## config.mk

```make
export PLATFORM = sky130hd
export DESIGN_NAME = acm_clock_manager
export DESIGN_NICKNAME = d
export VERILOG_FILES = /design/src/acm_pkg.sv /design/src/acm_edge_div.sv /design/src/acm_clock_manager.sv
export SDC_FILE = /design/constraint.sdc
export NUM_CORES = 1
export LEC_CHECK = 0
export BUFFER_PORTS_ARGS = -buffer_cell sky130_fd_sc_hd__buf_4
export CAP_MARGIN = 20
export CORE_MARGIN = 1
export CORE_UTILIZATION = 50
export DETAILED_ROUTE_END_ITERATION = 10
export PLACE_DENSITY_LB_ADDON = 0.05
export SYNTH_ARGS = -nofsm -noshare
export SYNTH_HDL_FRONTEND = slang
export SYNTH_HIERARCHICAL = 1
export SYNTH_SLANG_ARGS = --single-unit
```

## constraint.sdc

```tcl
create_clock -name ref_clk -period 19.3 [get_ports ref_clk]
set_input_delay 3.86 -clock ref_clk [delete_from_list [all_inputs] [get_ports ref_clk]]
set_output_delay 3.86 -clock ref_clk [all_outputs]
set_load 0.1 [all_outputs]
```

## src/acm_pkg.sv

```systemverilog
// Shared constants and carrier types for the audio clock manager
package acm_pkg;
  localparam int unsigned SYS_CLK_HZ      = 125_000_000;
  localparam int unsigned REF_MIN_HZ      = 7_000;
  localparam int unsigned REF_MAX_HZ      = 30_000_000;
  localparam int unsigned REF_DIV_W       = 12;
  localparam int unsigned FB_MUL_W        = 10;
  localparam int unsigned OUT_DIV_W       = 10;
  localparam int unsigned PERIOD_W        = 30;
  localparam int unsigned EDGES_PER_OS    = 8;
  localparam int unsigned ALT_INC         = 4;
  localparam int unsigned PROC_PER_OS     = 2;
  localparam int unsigned FS_HALF_LOW     = 64;
  localparam int unsigned FS_HALF_HIGH    = 96;
  localparam int unsigned LOCK_TOLERANCE  = 2;
  localparam int unsigned REF_MAX_GAP     = (SYS_CLK_HZ + REF_MIN_HZ - 1) / REF_MIN_HZ;
  localparam int unsigned MIN_HALF_CYCLES = SYS_CLK_HZ / REF_MAX_HZ / 2;

  typedef struct packed {
    logic                 ratio_high_select;
    logic                 ext_clock_select;
    logic                 pll_run_enable;
    logic                 lock_irq_enable;
    logic [REF_DIV_W-1:0] ref_divisor;
    logic [FB_MUL_W-1:0]  feedback_multiplier;
    logic [OUT_DIV_W-1:0] divided_clock_out_divisor;
  } acm_ctl_t;

  typedef struct packed {
    logic pll_unsettled;
    logic lock_irq;
    logic loop_filter_out;
  } acm_stat_t;
endpackage

```

## src/acm_edge_div.sv

```systemverilog
// Tick-driven toggle divider; a divisor of zero means two to the width
`timescale 1ns/1ns
module acm_edge_div
  import acm_pkg::*;
#(
  parameter int unsigned W = 10
)
(
  input  wire logic         ref_clk,
  input  wire logic         rst,
  input  wire logic         clear,
  input  wire logic         tick,
  input  wire logic [W-1:0] divisor,
  output logic              div_out,
  output logic              div_rise
);
  logic [W-1:0] count;
  logic         wrap;

  assign wrap     = tick && (count + W'(1) == divisor);
  assign div_rise = wrap && !div_out;

  always_ff @(posedge ref_clk or posedge rst)
  begin
    if (rst)
    begin
      count   <= '0;
      div_out <= 1'b0;
    end
    else if (clear)
    begin
      count   <= '0;
      div_out <= 1'b0;
    end
    else if (wrap)
    begin
      count   <= '0;
      div_out <= !div_out;
    end
    else if (tick)
    begin
      count <= count + W'(1);
    end
  end
endmodule

```

## src/acm_clock_manager.sv

```systemverilog
// Clock manager: ratio multiplier, oversample mux, processor and output clocks
`timescale 1ns/1ns
// Contract
// Oversample clock is reference over divisor times multiplier
// Reference from 7 kHz to 30 MHz accepted
// Loop spans roughly 25 to 55 kHz rates
// 27 MHz reference reaches 32/44.1/48 kHz
// Ratio select feeds 128x or 192x to DAC
// Select set means 192x, clear means 128x
// Processor clock is four times oversample clock
// External select picks alternate clock over loop
// Alternate clock halved; must be 256x or 384x
// Output clock is processor over divisor, halved
// Output clock spans processor/2 to processor/2048
// Run low holds control low; second loop follows
// Software sets run enable after reset to lock
// Unsettled flag low on lock, high on loss
// Unsettled rising edge raises lock interrupt if enabled
// Lock indication synchronised before status and edge use
module acm_clock_manager
  import acm_pkg::*;
#(
  parameter int unsigned REF_TIMEOUT = REF_MAX_GAP * (1 << REF_DIV_W)
)
(
  input  wire logic      ref_clk,
  input  wire logic      rst,
  input  wire logic      ref_clock_in,
  input  wire logic      alt_clock_in,
  input  wire acm_ctl_t  ctl,
  output acm_stat_t      stat,
  output logic           processor_clock,
  output logic           oversample_clock,
  output logic           sample_rate_clock,
  output logic           divided_clock_out
);
  localparam int unsigned WIN_W = REF_DIV_W + 1;

  logic [1:0]          ref_sync;
  logic [1:0]          alt_sync;
  logic                ref_last;
  logic                alt_last;
  logic                src_edge;
  logic [WIN_W-1:0]    win_len;
  logic [WIN_W-1:0]    edge_cnt;
  logic [PERIOD_W-1:0] gap_cnt;
  logic [PERIOD_W-1:0] period;
  logic                win_end;
  logic                timed_out;
  logic                lock_raw;
  logic [1:0]          lock_sync;
  logic                unsettled_last;
  logic [PERIOD_W-1:0] nco_acc;
  logic [PERIOD_W-1:0] nco_inc;
  logic [PERIOD_W-1:0] next_acc;
  logic                nco_tick;
  logic                loop_live;
  logic                proc_rise;
  logic                os_rise;
  logic [OUT_DIV_W-1:0] fs_half;

  function automatic logic [PERIOD_W-1:0] abs_diff(input logic [PERIOD_W-1:0] a,
                                                   input logic [PERIOD_W-1:0] b);
    abs_diff = (a > b) ? a - b : b - a;
  endfunction

  // Pins arrive unrelated to ref_clk; only the second stage is looked at
  always_ff @(posedge ref_clk or posedge rst)
  begin
    if (rst)
    begin
      ref_sync <= '0;
      alt_sync <= '0;
      ref_last <= 1'b0;
      alt_last <= 1'b0;
    end
    else
    begin
      ref_sync <= {ref_sync[0], ref_clock_in};
      alt_sync <= {alt_sync[0], alt_clock_in};
      ref_last <= ref_sync[1];
      alt_last <= alt_sync[1];
    end
  end

  // Source mux: alternate clock measured per edge, which halves it downstream
  assign src_edge = ctl.ext_clock_select ? (alt_sync[1] && !alt_last)
                                         : (ref_sync[1] && !ref_last);
  // A zero divisor is taken as the full 4096 count
  assign win_len  = ctl.ext_clock_select ? WIN_W'(1)
                  : (ctl.ref_divisor == '0) ? WIN_W'(1 << REF_DIV_W)
                  : {1'b0, ctl.ref_divisor};
  assign win_end   = src_edge && (edge_cnt + WIN_W'(1) >= win_len);
  assign timed_out = (gap_cnt >= PERIOD_W'(REF_TIMEOUT));

  // Period measurement over a window of divisor reference edges, or of one alternate clock edge
  always_ff @(posedge ref_clk or posedge rst)
  begin
    if (rst)
    begin
      edge_cnt    <= '0;
      gap_cnt     <= '0;
      period      <= '0;
      lock_raw    <= 1'b0;
    end
    else if (!ctl.pll_run_enable)
    begin
      edge_cnt    <= '0;
      gap_cnt     <= '0;
      period      <= '0;
      lock_raw    <= 1'b0;
    end
    else if (win_end)
    begin
      edge_cnt    <= '0;
      gap_cnt     <= PERIOD_W'(1);
      period      <= gap_cnt + PERIOD_W'(1);
      lock_raw    <= (period != '0)
                  && (abs_diff(gap_cnt + PERIOD_W'(1), period) <= PERIOD_W'(LOCK_TOLERANCE));
    end
    else if (timed_out)
    begin
      // Reference has stopped: drop lock rather than freewheel
      edge_cnt <= '0;
      gap_cnt  <= '0;
      period   <= '0;
      lock_raw <= 1'b0;
    end
    else
    begin
      gap_cnt <= gap_cnt + PERIOD_W'(1);
      if (src_edge)
      begin
        edge_cnt <= edge_cnt + WIN_W'(1);
      end
    end
  end

  // Numerically controlled oscillator, one tick per processor clock half period
  assign loop_live = ctl.pll_run_enable && (period != '0);
  assign nco_inc   = ctl.ext_clock_select ? PERIOD_W'(ALT_INC)
                   : PERIOD_W'(ctl.feedback_multiplier) * PERIOD_W'(EDGES_PER_OS);
  assign next_acc  = nco_acc + nco_inc;
  assign nco_tick  = loop_live && (next_acc >= period);

  always_ff @(posedge ref_clk or posedge rst)
  begin
    if (rst)
    begin
      nco_acc         <= '0;
      processor_clock <= 1'b0;
    end
    else if (!loop_live)
    begin
      nco_acc         <= '0;
      processor_clock <= 1'b0;
    end
    else if (nco_tick)
    begin
      // Period can shrink a lot on relock; restart the phase instead of racing
      nco_acc         <= (next_acc - period >= period) ? '0 : next_acc - period;
      processor_clock <= !processor_clock;
    end
    else
    begin
      nco_acc <= next_acc;
    end
  end

  assign proc_rise = nco_tick && !processor_clock;

  // Oversample clock: four processor cycles per cycle
  acm_edge_div #(.W(OUT_DIV_W)) u_os_div
  (
    .ref_clk  (ref_clk),
    .rst      (rst),
    .clear    (!loop_live),
    .tick     (proc_rise),
    .divisor  (OUT_DIV_W'(PROC_PER_OS)),
    .div_out  (oversample_clock),
    .div_rise (os_rise)
  );

  // Oversample ratio decides how many oversample cycles make one sample
  assign fs_half = ctl.ratio_high_select ? OUT_DIV_W'(FS_HALF_HIGH)
                                         : OUT_DIV_W'(FS_HALF_LOW);

  acm_edge_div #(.W(OUT_DIV_W)) u_fs_div
  (
    .ref_clk  (ref_clk),
    .rst      (rst),
    .clear    (!loop_live),
    .tick     (os_rise),
    .divisor  (fs_half),
    .div_out  (sample_rate_clock),
    .div_rise ()
  );

  // Programmable divider then toggle keeps the duty cycle at half
  acm_edge_div #(.W(OUT_DIV_W)) u_out_div
  (
    .ref_clk  (ref_clk),
    .rst      (rst),
    .clear    (!loop_live),
    .tick     (proc_rise),
    .divisor  (ctl.divided_clock_out_divisor),
    .div_out  (divided_clock_out),
    .div_rise ()
  );

  // Lock status resynchronised before it is reported or edge-detected
  always_ff @(posedge ref_clk or posedge rst)
  begin
    if (rst)
    begin
      lock_sync      <= '0;
      unsettled_last <= 1'b1;
    end
    else
    begin
      lock_sync      <= {lock_sync[0], lock_raw};
      unsettled_last <= !lock_sync[1];
    end
  end

  always_ff @(posedge ref_clk or posedge rst)
  begin
    if (rst)
    begin
      stat <= '{pll_unsettled: 1'b1, lock_irq: 1'b0, loop_filter_out: 1'b0};
    end
    else
    begin
      stat.pll_unsettled   <= !lock_sync[1];
      stat.lock_irq        <= ctl.lock_irq_enable && !lock_sync[1] && !unsettled_last;
      stat.loop_filter_out <= loop_live;
    end
  end

  unlock_flag_a: assert property (@(posedge ref_clk) disable iff (rst)
    !lock_raw |-> ##3 stat.pll_unsettled)
    else $error("unsettled flag not raised after lock loss");

  lock_flag_a: assert property (@(posedge ref_clk) disable iff (rst)
    lock_raw [*3] |-> ##1 !stat.pll_unsettled)
    else $error("unsettled flag not cleared after lock");

  lock_irq_a: assert property (@(posedge ref_clk) disable iff (rst)
    stat.lock_irq |-> $past(ctl.lock_irq_enable) && stat.pll_unsettled
                      && !$past(stat.pll_unsettled))
    else $error("lock interrupt without a rising unsettled edge");

  run_low_a: assert property (@(posedge ref_clk) disable iff (rst)
    !ctl.pll_run_enable |=> !stat.loop_filter_out && !processor_clock && !lock_raw)
    else $error("loop active while run enable is low");

  proc_os_a: assert property (@(posedge ref_clk) disable iff (rst)
    $rose(oversample_clock) |-> $past(proc_rise))
    else $error("oversample edge not on processor edge");

  window_a: assert property (@(posedge ref_clk) disable iff (rst)
    win_end && ctl.pll_run_enable |=> period != '0 && edge_cnt == '0)
    else $error("window close did not record a period");

  alt_half_a: assert property (@(posedge ref_clk) disable iff (rst)
    ctl.ext_clock_select && ctl.pll_run_enable && src_edge
      |=> edge_cnt == '0 && gap_cnt == PERIOD_W'(1))
    else $error("alternate clock not measured per edge");

  nco_range_a: assert property (@(posedge ref_clk) disable iff (rst)
    loop_live && nco_inc < period |=> nco_acc < $past(period))
    else $error("oscillator accumulator out of range");

  ratio_a: assert property (@(posedge ref_clk) disable iff (rst)
    loop_live && os_rise
      && u_fs_div.count == (ctl.ratio_high_select ? OUT_DIV_W'(FS_HALF_HIGH - 1)
                                                  : OUT_DIV_W'(FS_HALF_LOW - 1))
      |=> sample_rate_clock != $past(sample_rate_clock))
    else $error("sample clock half does not match the oversample ratio");

  lock_c: cover property (@(posedge ref_clk) disable iff (rst)
    $fell(stat.pll_unsettled));
  irq_c: cover property (@(posedge ref_clk) disable iff (rst)
    stat.lock_irq);
  divided_clock_out_c: cover property (@(posedge ref_clk) disable iff (rst)
    $rose(divided_clock_out));
  alt_c: cover property (@(posedge ref_clk) disable iff (rst)
    ctl.ext_clock_select && $rose(oversample_clock));
endmodule

```

* After elaboration in Yosys (flattened, before gate mapping) *
Index checks and enable logic that the tools add are counted.

word-level totals
  register bits = 149
  bits in latches = 0
  bits in writable memories = 0
  ROM bits = 0
  input port bits = 40
  output and inout bits = 7
  word-level logic and storage cells = 109
  memories kept = 0

operators by class
  $add $sub $neg = 9
  multiply operators = 0
  divide/modulo/power cells = 0
  magnitude comparators = 6
  equal/unequal tests = 12
  shifts and indexed selects = 0
  multiplexer cells = 39
  bitwise operators = 0
  reductions and logical operators = 23

operators with widths
  kind                   count
  $mux 30                10
  $mux 13                7
  $mux 10                9
  $sub 30x30->30         3
  $ge 30x30->1           2
  $add 10x1->10 const B  3
  $add 30x1->30 const B  1
  $add 30x13->30         1
  $ge 30x27->1 const B   1
  $gt 30x30->1           1
  $le 30x2->1 const B    1
  $reduce_bool 30->1     1
  $add 13x1->13 const B  1
  $ge 13x13->1           1
  $logic_and 1x1->1      13
  $logic_not 12->1       1
  $mux 1                 12
  $ne 3x1->1 const B     4
  $eq 10x10->1           1
  $eq 10x2->1 const B    1
  $eq 10x7->1            1
  $logic_not 1->1        8
  $mux 6                 1
  $ne 2x1->1 const B     3
  2 further kinds        2

* Depth between registers and ports, before layout *
  word-level depth = 10
  mapped depth = 32
  mapped depth without buffers = 30

* Cells and area by module *
The synthesis kept the hierarchy.

modules (own cells, without submodules)
  module                        instances  cells each  area each (µm²)  sequential area each (µm²)
  acm_clock_manager             1          1450        11720.0          2904.0
  acm_edge_div at u_os_div ...  2          105         960.9            275.3
  acm_edge_div at u_fs_div      1          98          888.4            275.3

* Worst setup path after synthesis *
No wires, ideal clock.

  path kind = input-to-reg
  from = input port ctl[34] (netlist bit)
  to = register u_fs_div.count[6]
  library setup time = 138 ps
  arrival = 9714 ps
  data required time = 19162 ps
  slack = 9448 ps
  stages = 30
  path buffers = 3
  cell sequence = clkbuf_1 -> nor2b_1 -> ha_1 -> a21oi_1 -> o21bai_1 -> a31oi_1 -> o21ai_0 -> o41ai_2 -> nor2_1 -> xor2_1 -> ha_1 -> nand3_1 -> nor2_1 -> and4_1 -> a221oi_1 -> o21a_1 -> o21ai_0 -> a41o_1 -> nor3b_1 -> and3_1 -> o2111ai_2 -> nor4_4 -> buf_6 -> and2b_1 -> clkbuf_1 -> nand3_1 -> a2111oi_4 -> nand4_2 -> nor3_2 -> nor4_1

on the way
  word-level cells in the longest chain between the ends = 10
  elaborated cells on any way between the ends = 11
  classes of those cells = add/sub: 1; order compare: 1; eq/ne: 1; mux: 3; reduce/logical: 5

RTL lines
  item                    RTL line                  text
  start: declaration      acm_clock_manager.sv:30   input wire acm_ctl_t ctl,
  $mux 13 *               acm_clock_manager.sv:141  assign nco_inc = ctl.ext_clock_select ? PERIOD_W'(ALT_INC)
  $add 30x13->30 *        acm_clock_manager.sv:143  assign next_acc = nco_acc + nco_inc;
  $ge 30x30->1 *          acm_clock_manager.sv:144  assign nco_tick = loop_live && (next_acc >= period);
  $logic_and 1x1->1 *     acm_clock_manager.sv:144
  $logic_and 1x1->1 *     acm_clock_manager.sv:170  assign proc_rise = nco_tick && !processor_clock;
  named net proc_rise     acm_clock_manager.sv:58   logic proc_rise;
  $logic_and 1x1->1 *     acm_edge_div.sv:20        assign wrap = tick && (count + W'(1) == divisor);
  $logic_and 1x1->1 *     acm_edge_div.sv:21        assign div_rise = wrap && !div_out;
  named net os_rise       acm_clock_manager.sv:59   logic os_rise;
  $logic_and 1x1->1       acm_edge_div.sv:20
  $mux 10                 acm_edge_div.sv:35        else if (wrap)
  $mux 10                 acm_edge_div.sv:30        else if (clear)
  end signal: assignment  acm_edge_div.sv:42        count <= count + W'(1);
  end: declaration        acm_edge_div.sv:17        logic [W-1:0] count;

Mark *: on every way through the listed nets, which the timed path passes. The rest lies on a longest branch.
A chain may end at the register's enable or synchronous reset.

* Worst setup path after layout *
  from = input port ctl[34] (netlist bit)
  to = register u_fs_div.count[4]

Same word-level chain as after synthesis.

==> metrics.txt <==
fraction of final layout cells sized beyond drive strength 1 0.08036; count of hold buffers inserted by post-cts repair 0; Cell Pwr Density 50.81 mW/mm^2; class of the most critical hold timing path register to register; Horiz. Die Dim approximately 170 microns; min cycle time layout 11.40 ns; Max Clock Skew roughly 0.014 ns; fmax 0.08776 GHz; initial antenna violation count 1; Synth Warn # 6; unrepaired setup endpoints after global routing no; global-route wire length before repair 61.40 mm; via/cell ratio a little under 6; via count of the first global-routing pass 11970; detailed router's first-iteration violation count 1004; number of cells traversed by the worst hold path 0; residual overflow from global routing 0; maximum fanout count along the critical path between 40 and 50; iteration count of the initial detailed-routing pass 7; Detail Route met2 WL 18.29 mm; quantity of I/O buffers inserted on ports 46; antenna diode count 0; initial core utilization 0.5072; htree depth 4; max-capacitance violation count 0; R2R setup slack about 11 ns; number of nets with antenna violations after detailed routing 0; Hold Crit Start lock_sync[0]$_DFF_PP0_; Reg-to-Reg End u_fs_div/count[4]$_DFFE_PP0P_; post-synthesis to final-layout area growth 9.075%; Setup crit start kind primary input; aggregate negative setup slack 0 ns; DP Wirelength 30.12 mm; post-route insts no fill 2176; number of buffers added for setup after CTS 0; Routed WL 38.80 mm; DP Area around 0.015 sq mm; maximum number of pins on one net before global-route repair ~70; path type of the worst setup path primary input to register; endpoint type of the worst setup path register; leakage 7.367 nW; post-detailed-route DRC marker count 0; number of buffers created by CTS 17; Max clock buf depth 2; vertical extent of the die 172.4 microns; Max stage delay on crit path slightly above 0.8 ns; post-synthesis cell area between 0.01 and 0.015 sq mm; detailed-route wire length on metal 1 18.06 mm; number of core rows 62; die area 0.02972 sq mm; peak supply drop 0.00005581 V; required time of the worst setup path 19.59 ns; final number of hold-violating endpoints 0; via total after detailed routing 12980; insertion delay of the later-clocked pin in the worst-skew pair between 0.4 and 0.5 ns; I/O pin count 47; sum of met3 wire segment lengths after detailed routing 1.766 mm; crit share post-route 0.5904; CTS tree done; Worst R2R Path Depth 28; number of max-slew violations in the final report 0; total routing resource utilization after global routing 0.2625; post-route cell area between 0.015 and 0.02 sq mm; run status finished, final reports clean; number of cells upsized or downsized after cts 0; WL/cell 17.83 microns; number of instances in the synthesized netlist 1756; endpoint arrival time on the critical path about 12 ns; slew at the pin closest to its max-slew limit 0.9069 ns; Slew HR 0.3890; Max stage delay cell, worst path nor4_4; FF-to-FF Start nco_acc[3]$_DFF_PP0_; final net count 1972; endpoint of the worst hold path lock_sync[1]$_DFF_PP0_; root buffer cell clkbuf_16; Mean Syn Cell Area 8.267 sq um; Filler Cells Inserted 2724; Clk pin slew, worst setup/hold paths 0.07 ns; CTS Sinks around 150; highest signal layer in the routed design met4; Final Setup Violations 0; core area between 0.02 and 0.03 sq mm; dpl cells 2141; Final Total Pwr 804.5 uW; weighted congestion at the end of routability-driven global placement between 0.9 and 1
## worst max path at each step
stage | to | startpoint
2_1_floorplan | u_fs_div/count[6]$_DFFE_PP0P_ | ctl[34]
3_3_place_gp | u_fs_div/count[4]$_DFFE_PP0P_ | ctl[34]
3_5_place_dp | u_fs_div/count[4]$_DFFE_PP0P_ | ctl[34]
4_1_cts | u_fs_div/count[4]$_DFFE_PP0P_ | ctl[34]
5_1_grt | u_fs_div/count[4]$_DFFE_PP0P_ | ctl[34]
6_report | u_fs_div/count[4]$_DFFE_PP0P_ | ctl[34]
## area by class of cell
class | count | area (sq um) | area share
Sequential cell | 149 | 3730 | 0.2355
Multi-Input combinational cell | 1444 | 10120 | 0.6391
Inverter | 111 | 419.2 | 0.02647
Clock buffer | 18 | 439.2 | 0.02773
Clock inverter | 14 | 185.2 | 0.01169
Tap cell | 384 | 480.5 | 0.03034
Timing Repair Buffer | 56 | 460.4 | 0.02908
## flip-flops by register name (all words and copies together) (netlist names), 2 cells and up
| name | count |
|---|---|
| gap_cnt | 30 |
| ref_sync | 2 |
| u_fs_div/count | 10 |
| period | 30 |
| stat | 3 |
| alt_sync | 2 |
| nco_acc | 30 |
| lock_sync | 2 |
| edge_cnt | 13 |
| u_os_div/count | 10 |
| u_out_div/count | 10 |
## routing by layer
layer	global-route usage	vias up
met2	0.4383	329
met4	0.06541	0
li1	-	6418
met5	0	-
met1	0.3545	6183
met3	0.03777	54
## through the flow
stage	utilization	worst slack, ns	hold slack [ns]
global placement	0.5292	7.697	0.3331
CTS	0.5510	7.940	0.3473
global route	0.5532	7.106	0.3509
floorplan	-	9.465	0.3312
finish	0.5532	7.905	0.3440
detailed placement	0.5292	7.463	0.3355
## cells in the final DEF (no fill, tap or decap), types with 8 or more instances in the layout
master,instances
o32ai_1,11
a21o_1,39
inv_1,110
conb_1,22
o21ai_0,93
mux2i_1,17
and3_1,27
nand2b_1,31
nor2b_1,30
nand2_1,127
or3_1,15
nand4_1,39
buf_4,54
nor3_1,39
o31ai_1,13
xor2_1,61
dfrtp_1,148
nor2_1,151
a31oi_1,15
xnor2_1,89
a211oi_1,16
a21oi_1,102
a22o_1,31
nor4_1,25
o22ai_1,37
nand3_1,60
and4_1,12
o21bai_1,11
nor4_2,8
a211o_1,9
ha_1,149
or2_2,8
clkbuf_16,17
o21a_1,24
## worst max-delay path, delay by kind of cell
kind / cells / cell delay (ns)
buffers and inverters: 2 / 0.58
AOI/OAI and AO/OA: 13 / 2.83
xor gates and xnor gates: 1 / 0.19
adders and majority gates: 2 / 0.64
and+or+nand+nor: 12 / 3.55
## power breakdown
group | internal, mW | switching (mW)
registers | 0.314 | 0.00116
logic | 0.0558 | 0.0759
clock network | 0.210 | 0.148
Power figures use the tool's default switching activity.
